==> src/core/v86id_pkg.sv <==
package v86id_pkg;

	// Register byte offsets on the bus
	localparam logic [7:0] ADDR_FLAGS = 8'h00;
	localparam logic [7:0] ADDR_CTRL4 = 8'h04;
	localparam logic [7:0] ADDR_PRIV = 8'h08;
	localparam logic [7:0] ADDR_EVENT = 8'h0c;
	localparam logic [7:0] ADDR_GATE = 8'h10;
	localparam logic [7:0] ADDR_HANDLER = 8'h14;
	localparam logic [7:0] ADDR_STACK0 = 8'h18;
	localparam logic [7:0] ADDR_SP0 = 8'h1c;
	localparam logic [7:0] ADDR_STATUS = 8'h60;
	localparam logic [7:0] ADDR_INTR_VEC = 8'h64;
	// Context words sit at 0x20..0x3c, redirection bitmap words at 0x40..0x5c
	localparam logic [2:0] PAGE_CTX = 3'h1;
	localparam logic [2:0] PAGE_REDIR = 3'h2;

	// Flag word bit positions
	localparam int FLAG_TRAP = 8;
	localparam int FLAG_INT_EN = 9;
	localparam int IO_PRIVILEGE_FIELD_LSB = 12;
	localparam int IO_PRIVILEGE_FIELD_MSB = 13;
	localparam int FLAG_NESTED = 14;
	localparam int FLAG_RESUME = 16;
	localparam int FLAG_V86 = 17;
	localparam int FLAG_VIRQ_EN = 19;
	localparam int FLAG_VIRQ_PEND = 20;
	localparam int CR4_EXT_BIT = 0;

	localparam logic [1:0] PRIV_KERNEL = 2'h0;
	localparam logic [1:0] PRIV_USER = 2'h3;
	localparam logic [1:0] IO_PRIVILEGE_FIELD_MAX = 2'h3;
	localparam logic [7:0] GP_VECTOR = 8'h0d;
	localparam logic [7:0] NMI_VECTOR = 8'h02;

	// Event word: vector, kind, return request
	localparam int EV_VEC_LSB = 0;
	localparam int EV_KIND_LSB = 8;
	localparam int EV_RETURN_BIT = 16;
	// Gate word: type, conforming, target privilege, target selector
	localparam int GATE_CONF_BIT = 2;
	localparam int GATE_DPL_LSB = 3;
	localparam int GATE_SEL_LSB = 16;
	// Status word
	localparam int ST_BUSY_BIT = 2;
	localparam int ST_ROUTE_BIT = 3;
	localparam int ST_FAULT_BIT = 4;
	localparam int ST_TASK_BIT = 5;
	localparam int ST_REFUSED_BIT = 6;
	localparam int ST_VEC_LSB = 8;
	localparam int ST_ERR_LSB = 16;

	localparam logic [1:0] CLASS_NONE = 2'h0;
	localparam logic [1:0] CLASS_ONE = 2'h1;
	localparam logic [1:0] CLASS_TWO = 2'h2;
	localparam logic [1:0] CLASS_THREE = 2'h3;

	// Frame store
	localparam int FRAME_SLOTS = 9;
	localparam int SLOT_W = 4;
	localparam logic [3:0] SLOT_FIRST = 4'h0;
	localparam logic [3:0] SLOT_FLAGS = 4'h6;
	localparam logic [3:0] SLOT_LAST = 4'h8;
	localparam logic [3:0] SLOT_ONE = 4'h1;
	localparam logic [31:0] WORD_STEP = 32'h0000_0004;
	localparam logic [31:0] SEL_MASK = 32'h0000_ffff;
	localparam logic [31:0] ZERO_WORD = 32'h0000_0000;

	// Context word indices
	localparam logic [2:0] CTX_IP = 3'h0;
	localparam logic [2:0] CTX_CODE = 3'h1;
	localparam logic [2:0] CTX_SP = 3'h2;
	localparam logic [2:0] CTX_STK = 3'h3;
	localparam logic [2:0] CTX_EXTRA = 3'h4;
	localparam logic [2:0] CTX_DATA = 3'h5;
	localparam logic [2:0] CTX_EXTRA_F = 3'h6;
	localparam logic [2:0] CTX_EXTRA_G = 3'h7;

	localparam logic [1:0] HTRANS_NONSEQ = 2'h2;
	localparam logic [2:0] HSIZE_WORD = 3'h2;
	localparam logic HRESP_OKAY = 1'b0;

	typedef enum logic [1:0] {
		GATE_TRAP32 = 2'h0,
		GATE_INT32 = 2'h1,
		GATE_TASK = 2'h2,
		GATE_BAD = 2'h3
	} v86id_gate_t;

	typedef enum logic [1:0] {
		KIND_EXC = 2'h0,
		KIND_HWI = 2'h1,
		KIND_MASK = 2'h2,
		KIND_SOFT = 2'h3
	} v86id_kind_t;

	typedef enum logic [2:0] {
		ST_IDLE = 3'h0,
		ST_CHECK = 3'h1,
		ST_PUSH = 3'h3,
		ST_CLEAR = 3'h2,
		ST_POP = 3'h6,
		ST_RESTORE = 3'h7
	} v86id_state_t;

endpackage : v86id_pkg

==> src/core/v86id_frame_if.sv <==
`timescale 1ns/1ns
interface v86id_frame_if;
	logic wr_en;
	logic [v86id_pkg::SLOT_W-1:0] index;
	logic [31:0] wr_data;
	logic [31:0] rd_data;
	modport ctrl (output wr_en, output index, output wr_data, input rd_data);
	modport store (input wr_en, input index, input wr_data, output rd_data);
endinterface : v86id_frame_if

==> src/core/v86id_dispatch.sv <==
// What this block does
// RULE_01: Exceptions and hardware interrupts are class one
// RULE_02: Maskable interrupts class two only with extension
// RULE_03: Software interrupts are class three
// RULE_04: Privilege field sits at flag bits 12-13
// RULE_05: Extension enabled by control bit zero
// RULE_06: Bitmap of 256 flags routes software interrupts
// RULE_07: Software places only valid gate types
// RULE_08: Conforming or nonzero-privilege target raises fault
// RULE_09: Fault error code is target selector
// RULE_10: Valid gate leaves mode, enters level zero
// RULE_11: Push nine state words on kernel stack
// RULE_12: Clear data and extra selectors after saving
// RULE_13: Null selectors never trap at return
// RULE_14: Clear mode, nested, resume, trap; interrupt flag
// RULE_15: Return reloads flags and selectors from stack
// RULE_16: Mode flag kept when returning above level zero
// RULE_17: Protection fault uses vector thirteen
// RULE_18: Without extension, maskable goes through gate
// RULE_19: Virtual flags live only with extension, low privilege
// RULE_20: Virtual flags at bits 19 and 20
// RULE_21: Fixed push order, selectors zero-extended
//
// Design decisions made here: the AHB-Lite register port and the register addresses.
`timescale 1ns/1ns
module v86id_dispatch (
	input wire logic CLK_SYS,
	input wire logic RST_N,
	input wire logic HSEL,
	input wire logic [31:0] HADDR,
	input wire logic [1:0] HTRANS,
	input wire logic HWRITE,
	input wire logic [2:0] HSIZE,
	input wire logic [31:0] HWDATA,
	input wire logic HREADY,
	output logic [31:0] HRDATA,
	output logic HREADYOUT,
	output logic HRESP,
	input wire logic NMI_PIN,
	input wire logic INTR_PIN,
	output logic V86_ACTIVE,
	output logic HANDLER_START,
	output logic GP_FAULT
);
	typedef struct packed {
		v86id_pkg::v86id_state_t state;
		logic [3:0] slot;
		logic [31:0] flags;
		logic [31:0] frame_flags;
		logic [31:0] sp;
		logic cr4_ext;
		logic [1:0] current_privilege_level;
		logic [7:0] intr_vec;
		v86id_pkg::v86id_gate_t gate_type;
		logic gate_conf;
		logic [1:0] gate_dpl;
		logic [15:0] gate_sel;
		logic [31:0] handler;
		logic [15:0] stack0;
		logic [31:0] sp0;
		logic [7:0][31:0] ctx;
		logic [7:0][31:0] redir;
		logic wr_pend;
		logic [7:0] wr_addr;
		logic rd_pend;
		logic [7:0] rd_addr;
		logic [31:0] rdata;
		logic hready;
		logic hresp;
		logic [7:0] ev_vec;
		v86id_pkg::v86id_kind_t ev_kind;
		logic ev_pend;
		logic ret_pend;
		logic [2:0] nmi_sync;
		logic [2:0] intr_sync;
		logic nmi_lvl;
		logic intr_lvl;
		logic nmi_pend;
		logic intr_pend;
		logic [1:0] cls;
		logic route_prog;
		logic fault;
		logic task_gate;
		logic refused;
		logic [7:0] cur_vec;
		logic [15:0] err_code;
		logic start_pulse;
		logic gp_pulse;
	} v86id_core_t;

	localparam v86id_core_t RESET_STATE = '{
		state: v86id_pkg::ST_IDLE,
		gate_type: v86id_pkg::GATE_TRAP32,
		ev_kind: v86id_pkg::KIND_EXC,
		hready: 1'b1,
		hresp: v86id_pkg::HRESP_OKAY,
		default: '0
	};

	v86id_core_t q;
	v86id_core_t d;
	v86id_frame_if fr ();

	logic accept;
	logic take;
	logic [7:0] t_vec;
	v86id_pkg::v86id_kind_t t_kind;
	logic [31:0] word;

	v86id_frame_store u_frame (
		.clk(CLK_SYS),
		.rst_n(RST_N),
		.fr(fr)
	);

	// Virtual interrupt flags exist only with the extension on and privilege field below max
	function automatic logic virq_active(input logic [31:0] flags, input logic ext);
		virq_active = ext && (flags[v86id_pkg::IO_PRIVILEGE_FIELD_MSB:v86id_pkg::IO_PRIVILEGE_FIELD_LSB] != v86id_pkg::IO_PRIVILEGE_FIELD_MAX); // RULE_19 RULE_04
	endfunction : virq_active

	// Frame slot to context word; slot six holds the flag image
	function automatic logic [2:0] slot_ctx(input logic [3:0] s);
		slot_ctx = (s < v86id_pkg::SLOT_FLAGS) ? 3'(v86id_pkg::CTX_EXTRA_G - s[2:0])
			: 3'(v86id_pkg::SLOT_LAST - s);
	endfunction : slot_ctx

	function automatic logic is_selector(input logic [2:0] idx);
		is_selector = (idx != v86id_pkg::CTX_IP) && (idx != v86id_pkg::CTX_SP);
	endfunction : is_selector

	function automatic logic [31:0] status_word(input v86id_core_t s);
		status_word = v86id_pkg::ZERO_WORD;
		status_word[1:0] = s.cls;
		status_word[v86id_pkg::ST_BUSY_BIT] = (s.state != v86id_pkg::ST_IDLE);
		status_word[v86id_pkg::ST_ROUTE_BIT] = s.route_prog;
		status_word[v86id_pkg::ST_FAULT_BIT] = s.fault;
		status_word[v86id_pkg::ST_TASK_BIT] = s.task_gate;
		status_word[v86id_pkg::ST_REFUSED_BIT] = s.refused;
		status_word[v86id_pkg::ST_VEC_LSB +: 8] = s.cur_vec;
		status_word[v86id_pkg::ST_ERR_LSB +: 16] = s.err_code;
	endfunction : status_word

	function automatic logic [31:0] reg_read(input v86id_core_t s, input logic [7:0] a);
		reg_read = v86id_pkg::ZERO_WORD;
		if (a[7:5] == v86id_pkg::PAGE_CTX) begin
			reg_read = s.ctx[a[4:2]];
		end else if (a[7:5] == v86id_pkg::PAGE_REDIR) begin
			reg_read = s.redir[a[4:2]];
		end else begin
			case (a)
				v86id_pkg::ADDR_FLAGS: begin
					reg_read = s.flags;
					if (!virq_active(s.flags, s.cr4_ext)) begin
						reg_read[v86id_pkg::FLAG_VIRQ_EN] = 1'b0; // RULE_20
						reg_read[v86id_pkg::FLAG_VIRQ_PEND] = 1'b0; // RULE_20
					end
				end
				v86id_pkg::ADDR_CTRL4: reg_read[v86id_pkg::CR4_EXT_BIT] = s.cr4_ext;
				v86id_pkg::ADDR_PRIV: reg_read[1:0] = s.current_privilege_level;
				v86id_pkg::ADDR_EVENT: reg_read = {20'(0), s.ret_pend, s.ev_pend, s.ev_kind, s.ev_vec};
				v86id_pkg::ADDR_GATE: reg_read = {s.gate_sel, 11'(0), s.gate_dpl, s.gate_conf, s.gate_type};
				v86id_pkg::ADDR_HANDLER: reg_read = s.handler;
				v86id_pkg::ADDR_STACK0: reg_read[15:0] = s.stack0;
				v86id_pkg::ADDR_SP0: reg_read = s.sp0;
				v86id_pkg::ADDR_STATUS: reg_read = status_word(s);
				v86id_pkg::ADDR_INTR_VEC: reg_read[7:0] = s.intr_vec;
				default: reg_read = v86id_pkg::ZERO_WORD;
			endcase
		end
	endfunction : reg_read

	assign accept = HSEL && HREADY && (HTRANS == v86id_pkg::HTRANS_NONSEQ)
		&& (HSIZE == v86id_pkg::HSIZE_WORD);

	always_comb begin
		d = q;
		take = 1'b0;
		t_vec = q.ev_vec;
		t_kind = q.ev_kind;
		word = fr.rd_data;
		fr.wr_en = 1'b0;
		fr.index = q.slot;
		fr.wr_data = v86id_pkg::ZERO_WORD;
		d.start_pulse = 1'b0;
		d.gp_pulse = 1'b0;
		d.nmi_sync = {q.nmi_sync[1:0], NMI_PIN};
		d.intr_sync = {q.intr_sync[1:0], INTR_PIN};
		if (q.nmi_sync[1] == q.nmi_sync[2]) begin
			d.nmi_lvl = q.nmi_sync[2];
		end
		if (q.intr_sync[1] == q.intr_sync[2]) begin
			d.intr_lvl = q.intr_sync[2];
		end

		// Reads take one wait state so a write just before is already visible
		d.wr_pend = 1'b0;
		d.rd_pend = 1'b0;
		d.hready = 1'b1;
		if (q.rd_pend) begin
			d.rdata = reg_read(q, q.rd_addr);
		end
		if (accept) begin
			if (HWRITE) begin
				d.wr_pend = 1'b1;
				d.wr_addr = HADDR[7:0];
			end else begin
				d.rd_pend = 1'b1;
				d.rd_addr = HADDR[7:0];
				d.hready = 1'b0;
			end
		end
		if (q.wr_pend) begin
			if (q.wr_addr[7:5] == v86id_pkg::PAGE_CTX) begin
				d.ctx[q.wr_addr[4:2]] = is_selector(q.wr_addr[4:2]) ? (HWDATA & v86id_pkg::SEL_MASK)
					: HWDATA;
			end else if (q.wr_addr[7:5] == v86id_pkg::PAGE_REDIR) begin
				d.redir[q.wr_addr[4:2]] = HWDATA;
			end else begin
				case (q.wr_addr)
					v86id_pkg::ADDR_FLAGS: begin
						d.flags = HWDATA;
						if (!virq_active(q.flags, q.cr4_ext)) begin
							d.flags[v86id_pkg::FLAG_VIRQ_EN] = q.flags[v86id_pkg::FLAG_VIRQ_EN]; // RULE_19
							d.flags[v86id_pkg::FLAG_VIRQ_PEND] = q.flags[v86id_pkg::FLAG_VIRQ_PEND]; // RULE_19
						end
					end
					v86id_pkg::ADDR_CTRL4: d.cr4_ext = HWDATA[v86id_pkg::CR4_EXT_BIT]; // RULE_05
					v86id_pkg::ADDR_PRIV: d.current_privilege_level = HWDATA[1:0];
					v86id_pkg::ADDR_GATE: begin
						d.gate_type = v86id_pkg::v86id_gate_t'(HWDATA[1:0]);
						d.gate_conf = HWDATA[v86id_pkg::GATE_CONF_BIT];
						d.gate_dpl = HWDATA[v86id_pkg::GATE_DPL_LSB +: 2];
						d.gate_sel = HWDATA[v86id_pkg::GATE_SEL_LSB +: 16];
					end
					v86id_pkg::ADDR_HANDLER: d.handler = HWDATA;
					v86id_pkg::ADDR_STACK0: d.stack0 = HWDATA[15:0];
					v86id_pkg::ADDR_SP0: d.sp0 = HWDATA;
					v86id_pkg::ADDR_INTR_VEC: d.intr_vec = HWDATA[7:0];
					v86id_pkg::ADDR_STATUS: begin
						// Write one to clear; hardware sets below win in the same cycle
						if (HWDATA[v86id_pkg::ST_ROUTE_BIT]) d.route_prog = 1'b0;
						if (HWDATA[v86id_pkg::ST_FAULT_BIT]) d.fault = 1'b0;
						if (HWDATA[v86id_pkg::ST_TASK_BIT]) d.task_gate = 1'b0;
						if (HWDATA[v86id_pkg::ST_REFUSED_BIT]) d.refused = 1'b0;
					end
					default: d.wr_addr = q.wr_addr;
				endcase
			end
		end

		unique case (q.state)
			v86id_pkg::ST_IDLE: begin
				if (q.ret_pend) begin
					d.ret_pend = 1'b0;
					d.slot = v86id_pkg::SLOT_LAST;
					d.state = v86id_pkg::ST_POP;
				end else if (q.nmi_pend) begin
					take = 1'b1;
					t_vec = v86id_pkg::NMI_VECTOR;
					t_kind = v86id_pkg::KIND_HWI;
					d.nmi_pend = 1'b0;
				end else if (q.intr_pend && q.flags[v86id_pkg::FLAG_INT_EN]) begin
					take = 1'b1;
					t_vec = q.intr_vec;
					t_kind = v86id_pkg::KIND_MASK;
					d.intr_pend = 1'b0;
				end else if (q.ev_pend) begin
					take = 1'b1;
					d.ev_pend = 1'b0;
				end
				if (take) begin
					d.cur_vec = t_vec;
					d.err_code = 16'h0000;
					d.cls = v86id_pkg::CLASS_NONE;
					if (!q.flags[v86id_pkg::FLAG_V86]) begin
						d.refused = 1'b1;
					end else begin
						unique case (t_kind)
							v86id_pkg::KIND_EXC, v86id_pkg::KIND_HWI: begin
								d.cls = v86id_pkg::CLASS_ONE; // RULE_01
								d.state = v86id_pkg::ST_CHECK;
							end
							v86id_pkg::KIND_MASK: begin
								d.cls = q.cr4_ext ? v86id_pkg::CLASS_TWO : v86id_pkg::CLASS_ONE; // RULE_02
								d.state = v86id_pkg::ST_CHECK; // RULE_18
							end
							v86id_pkg::KIND_SOFT: begin
								d.cls = v86id_pkg::CLASS_THREE; // RULE_03
								if (q.cr4_ext && !q.redir[t_vec[7:5]][t_vec[4:0]]) begin
									d.route_prog = 1'b1; // RULE_06
								end else if (q.flags[v86id_pkg::IO_PRIVILEGE_FIELD_MSB:v86id_pkg::IO_PRIVILEGE_FIELD_LSB]
									!= v86id_pkg::IO_PRIVILEGE_FIELD_MAX) begin
									d.cur_vec = v86id_pkg::GP_VECTOR; // RULE_04 RULE_17
									d.gp_pulse = 1'b1;
									d.state = v86id_pkg::ST_CHECK;
								end else begin
									d.state = v86id_pkg::ST_CHECK;
								end
							end
						endcase
					end
				end
			end
			v86id_pkg::ST_CHECK: begin
				d.state = v86id_pkg::ST_IDLE;
				if (q.gate_type == v86id_pkg::GATE_TASK) begin
					d.task_gate = 1'b1;
				end else if (q.gate_type == v86id_pkg::GATE_BAD || q.gate_conf
					|| q.gate_dpl != v86id_pkg::PRIV_KERNEL) begin
					d.fault = 1'b1; // RULE_08 RULE_07
					d.err_code = q.gate_sel; // RULE_09
					d.cur_vec = v86id_pkg::GP_VECTOR; // RULE_17
					d.gp_pulse = 1'b1;
				end else begin
					// Flag image keeps the mode bit set so the return can restore it
					d.frame_flags = q.flags;
					d.flags[v86id_pkg::FLAG_V86] = 1'b0; // RULE_10
					d.current_privilege_level = v86id_pkg::PRIV_KERNEL; // RULE_10
					d.sp = q.sp0;
					d.slot = v86id_pkg::SLOT_FIRST;
					d.state = v86id_pkg::ST_PUSH;
				end
			end
			v86id_pkg::ST_PUSH: begin
				fr.wr_en = 1'b1; // RULE_11
				fr.wr_data = (q.slot == v86id_pkg::SLOT_FLAGS) ? q.frame_flags
					: q.ctx[slot_ctx(q.slot)]; // RULE_21
				d.sp = q.sp - v86id_pkg::WORD_STEP;
				if (q.slot == v86id_pkg::SLOT_LAST) begin
					d.state = v86id_pkg::ST_CLEAR;
				end else begin
					d.slot = q.slot + v86id_pkg::SLOT_ONE;
				end
			end
			v86id_pkg::ST_CLEAR: begin
				d.ctx[v86id_pkg::CTX_DATA] = v86id_pkg::ZERO_WORD; // RULE_12
				d.ctx[v86id_pkg::CTX_EXTRA] = v86id_pkg::ZERO_WORD; // RULE_12
				d.ctx[v86id_pkg::CTX_EXTRA_F] = v86id_pkg::ZERO_WORD; // RULE_12
				d.ctx[v86id_pkg::CTX_EXTRA_G] = v86id_pkg::ZERO_WORD; // RULE_12
				d.ctx[v86id_pkg::CTX_SP] = q.sp;
				d.ctx[v86id_pkg::CTX_STK] = {16'h0000, q.stack0};
				d.ctx[v86id_pkg::CTX_CODE] = {16'h0000, q.gate_sel};
				d.ctx[v86id_pkg::CTX_IP] = q.handler;
				d.flags[v86id_pkg::FLAG_NESTED] = 1'b0; // RULE_14
				d.flags[v86id_pkg::FLAG_RESUME] = 1'b0; // RULE_14
				d.flags[v86id_pkg::FLAG_TRAP] = 1'b0; // RULE_14
				if (q.gate_type == v86id_pkg::GATE_INT32) begin
					d.flags[v86id_pkg::FLAG_INT_EN] = 1'b0; // RULE_14
				end
				d.start_pulse = 1'b1;
				d.state = v86id_pkg::ST_IDLE;
			end
			v86id_pkg::ST_POP: begin
				// No null check on restored selectors, so cleared ones never trap
				if (q.slot == v86id_pkg::SLOT_FLAGS) begin
					d.frame_flags = word; // RULE_15
				end else begin
					d.ctx[slot_ctx(q.slot)] = is_selector(slot_ctx(q.slot))
						? (word & v86id_pkg::SEL_MASK) : word; // RULE_15 RULE_13
				end
				if (q.slot == v86id_pkg::SLOT_FIRST) begin
					d.state = v86id_pkg::ST_RESTORE;
				end else begin
					d.slot = q.slot - v86id_pkg::SLOT_ONE;
				end
			end
			v86id_pkg::ST_RESTORE: begin
				d.flags = q.frame_flags; // RULE_15
				if (q.current_privilege_level != v86id_pkg::PRIV_KERNEL) begin
					d.flags[v86id_pkg::FLAG_V86] = q.flags[v86id_pkg::FLAG_V86]; // RULE_16
				end
				d.current_privilege_level = d.flags[v86id_pkg::FLAG_V86] ? v86id_pkg::PRIV_USER
					: q.ctx[v86id_pkg::CTX_CODE][1:0];
				d.state = v86id_pkg::ST_IDLE;
			end
			default: d.state = v86id_pkg::ST_IDLE;
		endcase

		// Arrivals after the take logic so a slot freed this cycle is reused; a non-return event write while another event is still pending is dropped
		if (q.wr_pend && q.wr_addr == v86id_pkg::ADDR_EVENT) begin
			if (HWDATA[v86id_pkg::EV_RETURN_BIT]) begin
				d.ret_pend = 1'b1;
			end else if (!d.ev_pend) begin
				d.ev_vec = HWDATA[v86id_pkg::EV_VEC_LSB +: 8];
				d.ev_kind = v86id_pkg::v86id_kind_t'(HWDATA[v86id_pkg::EV_KIND_LSB +: 2]);
				d.ev_pend = 1'b1;
			end
		end
		if (q.nmi_sync[1] == q.nmi_sync[2] && q.nmi_sync[2] && !q.nmi_lvl) begin
			d.nmi_pend = 1'b1;
		end
		if (q.intr_sync[1] == q.intr_sync[2] && q.intr_sync[2] && !q.intr_lvl) begin
			d.intr_pend = 1'b1;
		end
	end

	always_ff @(posedge CLK_SYS or negedge RST_N) begin
		if (!RST_N) begin
			q <= RESET_STATE;
		end else begin
			q <= d;
		end
	end

	assign HRDATA = q.rdata;
	assign HREADYOUT = q.hready;
	assign HRESP = q.hresp;
	assign V86_ACTIVE = q.flags[v86id_pkg::FLAG_V86];
	assign HANDLER_START = q.start_pulse;
	assign GP_FAULT = q.gp_pulse;
endmodule : v86id_dispatch

==> src/core/v86id_frame_store.sv <==
`timescale 1ns/1ns
module v86id_frame_store (
	input wire logic clk,
	input wire logic rst_n,
	v86id_frame_if.store fr
);
	typedef struct packed {
		logic [v86id_pkg::FRAME_SLOTS-1:0][31:0] slot;
	} v86id_store_t;

	v86id_store_t q;
	v86id_store_t d;

	always_comb begin
		d = q;
		if (fr.wr_en && (fr.index < v86id_pkg::FRAME_SLOTS)) begin
			d.slot[fr.index] = fr.wr_data;
		end
	end

	always_ff @(posedge clk or negedge rst_n) begin
		if (!rst_n) begin
			q <= '0;
		end else begin
			q <= d;
		end
	end

	// Out-of-range slots read as zero rather than aliasing
	assign fr.rd_data = (fr.index < v86id_pkg::FRAME_SLOTS) ? q.slot[fr.index]
		: v86id_pkg::ZERO_WORD;
endmodule : v86id_frame_store

==> config.mk <==
export PLATFORM = sky130hd
export DESIGN_NAME = v86id_dispatch
export DESIGN_NICKNAME = d
export VERILOG_FILES = /design/src/core/v86id_pkg.sv /design/src/core/v86id_frame_if.sv /design/src/core/v86id_dispatch.sv /design/src/core/v86id_frame_store.sv
export SDC_FILE = /design/constraint.sdc
export NUM_CORES = 2
export LEC_CHECK = 0
export BUFFER_PORTS_ARGS = -buffer_cell sky130_fd_sc_hd__buf_4
export CAP_MARGIN = 40
export CORE_UTILIZATION = 63
export CTS_CLUSTER_DIAMETER = 100
export DETAILED_ROUTE_END_ITERATION = 8
export HOLD_SLACK_MARGIN = 0.12
export PLACE_DENSITY = 0.8
export SYNTH_ARGS = -nofsm -noshare
export SYNTH_HDL_FRONTEND = slang
export SYNTH_SLANG_ARGS = --single-unit
==> constraint.sdc <==
create_clock -name CLK_SYS -period 5.28 [get_ports CLK_SYS]
set_clock_uncertainty 0.05 [all_clocks]
set_input_delay 1.584 -clock CLK_SYS [delete_from_list [all_inputs] [get_ports CLK_SYS]]
set_output_delay 1.584 -clock CLK_SYS [all_outputs]
set_load 0.02 [all_outputs]
==> results.txt <==
----------------------------------------------------
[GRT]
  Total global-route track usage ... 0.408
  Vias in the first global route ... 45,600
  Pin count of the biggest net entering global routing ... 135
  Total global routing overflow ... 0
  Number of antenna violations at the first check in global routing ... 14
  First-pass GRT wire length ... 280,000 microns

[Die]
  Row Count ... 109
  DIE WIDTH ... 301 microns
  Initial core utilization ... 0.637
  Area of the core ... 88,600 sq um
  I/O pin count ... 113
  Overall die area ... 90,800 sq um
  Die Y ... 301 microns

[Outcome]
  Status ... complete, but fails checks
  Violations in the final reports ... design-rule violations

[Setup path]
  Crit path from ... fr.index[0]$_DFFE_PN0P_
  Worst Path Buf+Inv ... 2
  Highest net fanout along the worst path ... 24
  Delay of the slowest cell on the worst path ... 0.72 ns
  Sort of element at the start of the critical path ... register
  Setup Crit Path Kind ... register to register
  Cell breakdown of the critical path ... inv_1, ha_1, nand2b_1, or2_2, o21ai_0, nand2_1, buf_12, o22ai_1, nor2_1, o221ai_1, o41ai_1, nand2_1, o21ai_0
  Worst path top cell family by delay ... simple AND/OR/NAND/NOR gates
  CP max-delay cell ... sky130_fd_sc_hd__o41ai_1
  Required time of the critical path ... 5.83 ns
  Type of element capturing the critical path ... register
  Worst path arrival time ... 5.18 ns
  Launching point of the worst reg2reg path ... fr.index[0]$_DFFE_PN0P_

[Timing]
  Post-route worst setup slack ... 0.652 ns
  Shortest period the worst path allows ... 4.63 ns
  Relative max-transition margin ... 0.343
  Hold Violations, Final ... 0
  Fmax ... 0.216 GHz
  Fin Setup TNS ... 0 ns
  Worst hold slack ... 0.307 ns
  Final Max Slew Viols ... 0
  RSZ-0062 raised after global routing ... false
  Period Utilization, post-route ... 0.877
  Tightest Pin Transition ... 0.984 ns
  Count of endpoints failing setup in the final report ... 0

[Logic synthesis]
  Distinct cell type count of the synthesized netlist ... 84
  Register bit total from synthesis ... 1,120
  Total standard cell area after synthesis ... 56,500 sq um
  Mean area per synthesized cell ... 10.9 sq um
  Synthesized instance count ... 5,191
  Most frequently used flop master after synthesis ... sky130_fd_sc_hd__dfrtp_1
  Ys async rst share ... 1.00
  Synthesis Warnings ... 0
  Number of enable flip-flop cells after synthesis ... 0
  Part of the Yosys area used for sequential elements ... 0.496
  Net count after synthesis ... 5,277

[Job]
  Number of max-cap violations ... 0

[Cells and area]
  Synthesis-to-layout area growth ... 10.4%
  Fraction of layout instances using a drive strength above 1 ... 0.218
  Fin nets ... 5,172
  Most common cell after layout, fill and taps aside ... sky130_fd_sc_hd__dfrtp_1
  Commonest cells after routing, fill and taps aside ... sky130_fd_sc_hd__dfrtp_1, sky130_fd_sc_hd__nand2_1, sky130_fd_sc_hd__mux2_2
  Register Area ... 28,000 sq um
  Number of filler instances in the final layout ... 6,204
  Core utilization of the finished layout ... 0.703
  Area occupied by multi-input gates ... 26,600 sq um

[Worst hold path]
  Worst hold-check path type ... register to register
  Worst Min Path Start ... d[40]$_DFF_PN0_

[Clock network]
  Root cell of the clock tree ... sky130_fd_sc_hd__clkbuf_16
  Number of hold buffers added after CTS ... 0
  Post-CTS repair timing setup buffer count ... 0
  Clock buffer count from CTS ... 113
  Max clock buf depth ... 3
  Clock network latency to the later pin of the worst-skew pair ... 0.72 ns
  Resize count post-CTS ... 0
  CTS H-tree lvls ... 3
  CTS tree ... done
  Clock Pin Slew Worst Setup and Hold Paths ... 0.06 ns
  TritonCTS Sinks ... 1,120

[Detailed routing]
  Aggregate routed wire length ... 183,000 microns
  Antenna-violating nets left ... 0
  DRC violation count after routing ... 36
  1st-pass router iterations ... 9
  Routed vias/inst ... 7.27
  Violation count after the first detailed-route iteration ... 6,906
  Routed via count ... 46,100
  Routed len/inst ... 28.9 microns

[Power and ir drop]
  Pleak ... 26.8 nW
  Peak ir drop on the vdd network ... 294 uV
  Power per unit of standard cell area ... 411 nW/um^2
  Final total power ... 25.6 mW

[Placement]
  Final GP Congestion ... 1.00
  Worst-case setup slack after placement ... 0.837 ns
  Detail Placement HPWL ... 120,000 microns
  # port buffers ... 87

----------------------------------------------------
-- logic make-up after synthesis --
kind of cell,count (synthesis),synth area share
AND/OR/NAND/NOR,1356,0.106
XOR/XNOR,3,0.000465
flip-flops,1120,0.496
multiplexers,928,0.212
AO/OA/AOI/OAI,1275,0.147
adder cells (fa/ha/maj),10,0.00235
buffers and inverters,498,0.0366
other,1,0.0000664
-- worst register-to-register path, stage by stage, from the launching register on --
cell and delay, ns:
sky130_fd_sc_hd__dfrtp_4 0.70, sky130_fd_sc_hd__inv_1 0.26, sky130_fd_sc_hd__ha_1 0.41, sky130_fd_sc_hd__nand2b_1 0.19, sky130_fd_sc_hd__or2_2 0.14, sky130_fd_sc_hd__o21ai_0 0.13
sky130_fd_sc_hd__nand2_1 0.68, sky130_fd_sc_hd__buf_12 0.24, sky130_fd_sc_hd__o22ai_1 0.09, sky130_fd_sc_hd__nor2_1 0.09, sky130_fd_sc_hd__o221ai_1 0.17, sky130_fd_sc_hd__o41ai_1 0.72
sky130_fd_sc_hd__nand2_1 0.38, sky130_fd_sc_hd__o21ai_0 0.29
-- stage by stage --
| step | cells | cell area (sq um) |
|---|---|---|
| after global routing | 6340 | 62400 |
| after global placement | 6118 | 58300 |
| after CTS | 6339 | 62300 |
| after detailed placement | 6135 | 58600 |
| after floorplan | 5191 | 56500 |
| final | 6343 | 62400 |
-- registers in the layout, indices dropped and copies added, names as in the netlist --
register	count
HANDLER_START	1
HREADYOUT	1
GP_FAULT	1
HRDATA	32
d	4
q	788
u_frame.q	288
fr.index	4
V86_ACTIVE	1
-- path summary, 6_finish.rpt --
| kind | slack (ns) | endpoint | depth (start not counted) |
|---|---|---|---|
| setup / recovery | 0.65 | u_frame.q[197]$_DFFE_PN0P_ | 13 |
| hold / removal | 0.31 | d[41]$_DFF_PN0_ | 0 |
| setup reg to reg | 0.65 | u_frame.q[197]$_DFFE_PN0P_ | 13 |
| hold reg to reg | 0.31 | d[41]$_DFF_PN0_ | 0 |
| max in group asynchronous | 3.13 | q[612]$_DFF_PN0_ | 2 |
| min in group asynchronous | 0.82 | u_frame.q[129]$_DFFE_PN0P_ | 1 |
-- cell type report --
cell class | instances | area share
Clock inverter | 41 | 0.00778
Multi-Input combinational cell | 3573 | 0.427
Antenna cell | 3 | 0.000120
Clock buffer | 163 | 0.0531
Timing Repair Buffer | 255 | 0.0377
Tap cell | 1165 | 0.0234
Inverter | 23 | 0.00138
Sequential cell | 1120 | 0.450
-- Yosys cell counts (15+ instances only) --
cell | number | area share
sky130_fd_sc_hd__o21ai_0 | 430 | 0.038
sky130_fd_sc_hd__or3_1 | 32 | 0.0035
sky130_fd_sc_hd__mux2i_1 | 321 | 0.057
sky130_fd_sc_hd__clkbuf_1 | 358 | 0.024
sky130_fd_sc_hd__and3_1 | 37 | 0.0041
sky130_fd_sc_hd__inv_1 | 20 | 0.0013
sky130_fd_sc_hd__mux2_2 | 438 | 0.087
sky130_fd_sc_hd__buf_4 | 35 | 0.0047
sky130_fd_sc_hd__a22o_1 | 42 | 0.0065
sky130_fd_sc_hd__a2111oi_0 | 18 | 0.0028
sky130_fd_sc_hd__a41oi_1 | 19 | 0.0029
sky130_fd_sc_hd__nor2_1 | 272 | 0.018
sky130_fd_sc_hd__a32oi_1 | 17 | 0.0026
sky130_fd_sc_hd__a222oi_1 | 25 | 0.0044
sky130_fd_sc_hd__o22ai_1 | 193 | 0.021
sky130_fd_sc_hd__o211ai_1 | 15 | 0.0020
sky130_fd_sc_hd__and2_1 | 102 | 0.011
sky130_fd_sc_hd__nor4_1 | 24 | 0.0027
sky130_fd_sc_hd__a211oi_1 | 27 | 0.0036
sky130_fd_sc_hd__mux4_2 | 169 | 0.067
sky130_fd_sc_hd__a21boi_0 | 31 | 0.0041
sky130_fd_sc_hd__dfrtp_1 | 1119 | 0.50
sky130_fd_sc_hd__o221ai_1 | 60 | 0.0093
sky130_fd_sc_hd__nor3_1 | 27 | 0.0024
sky130_fd_sc_hd__nand2_1 | 735 | 0.049
sky130_fd_sc_hd__buf_2 | 21 | 0.0019
sky130_fd_sc_hd__buf_1 | 56 | 0.0037
sky130_fd_sc_hd__a22oi_1 | 55 | 0.0073
sky130_fd_sc_hd__nand3_1 | 38 | 0.0034
sky130_fd_sc_hd__o41ai_1 | 19 | 0.0029
sky130_fd_sc_hd__a21oi_1 | 148 | 0.013
sky130_fd_sc_hd__nand2b_1 | 30 | 0.0033
sky130_fd_sc_hd__a221oi_1 | 25 | 0.0039
sky130_fd_sc_hd__a31oi_1 | 35 | 0.0039
sky130_fd_sc_hd__o22a_1 | 33 | 0.0051
-- metal layers --
layer / share of wire / up-vias / GRT usage
li1: - / 18900 / -
met1: 0.37 / 23000 / 0.552
met2: 0.44 / 3396 / 0.593
met3: 0.13 / 790 / 0.117
met4: 0.067 / 20 / 0.227
met5: 0.00065 / - / 0
-- report_power, final --
group / switching (mW) / internal [mW] / total (mW)
Combinational: 4.08 / 2.35 / 6.42
Clock: 3.50 / 4.74 / 8.24
Sequential: 1.15 / 9.82 / 11.0
Total: 8.73 / 16.9 / 25.6
(Power assumes the default switching activity.)
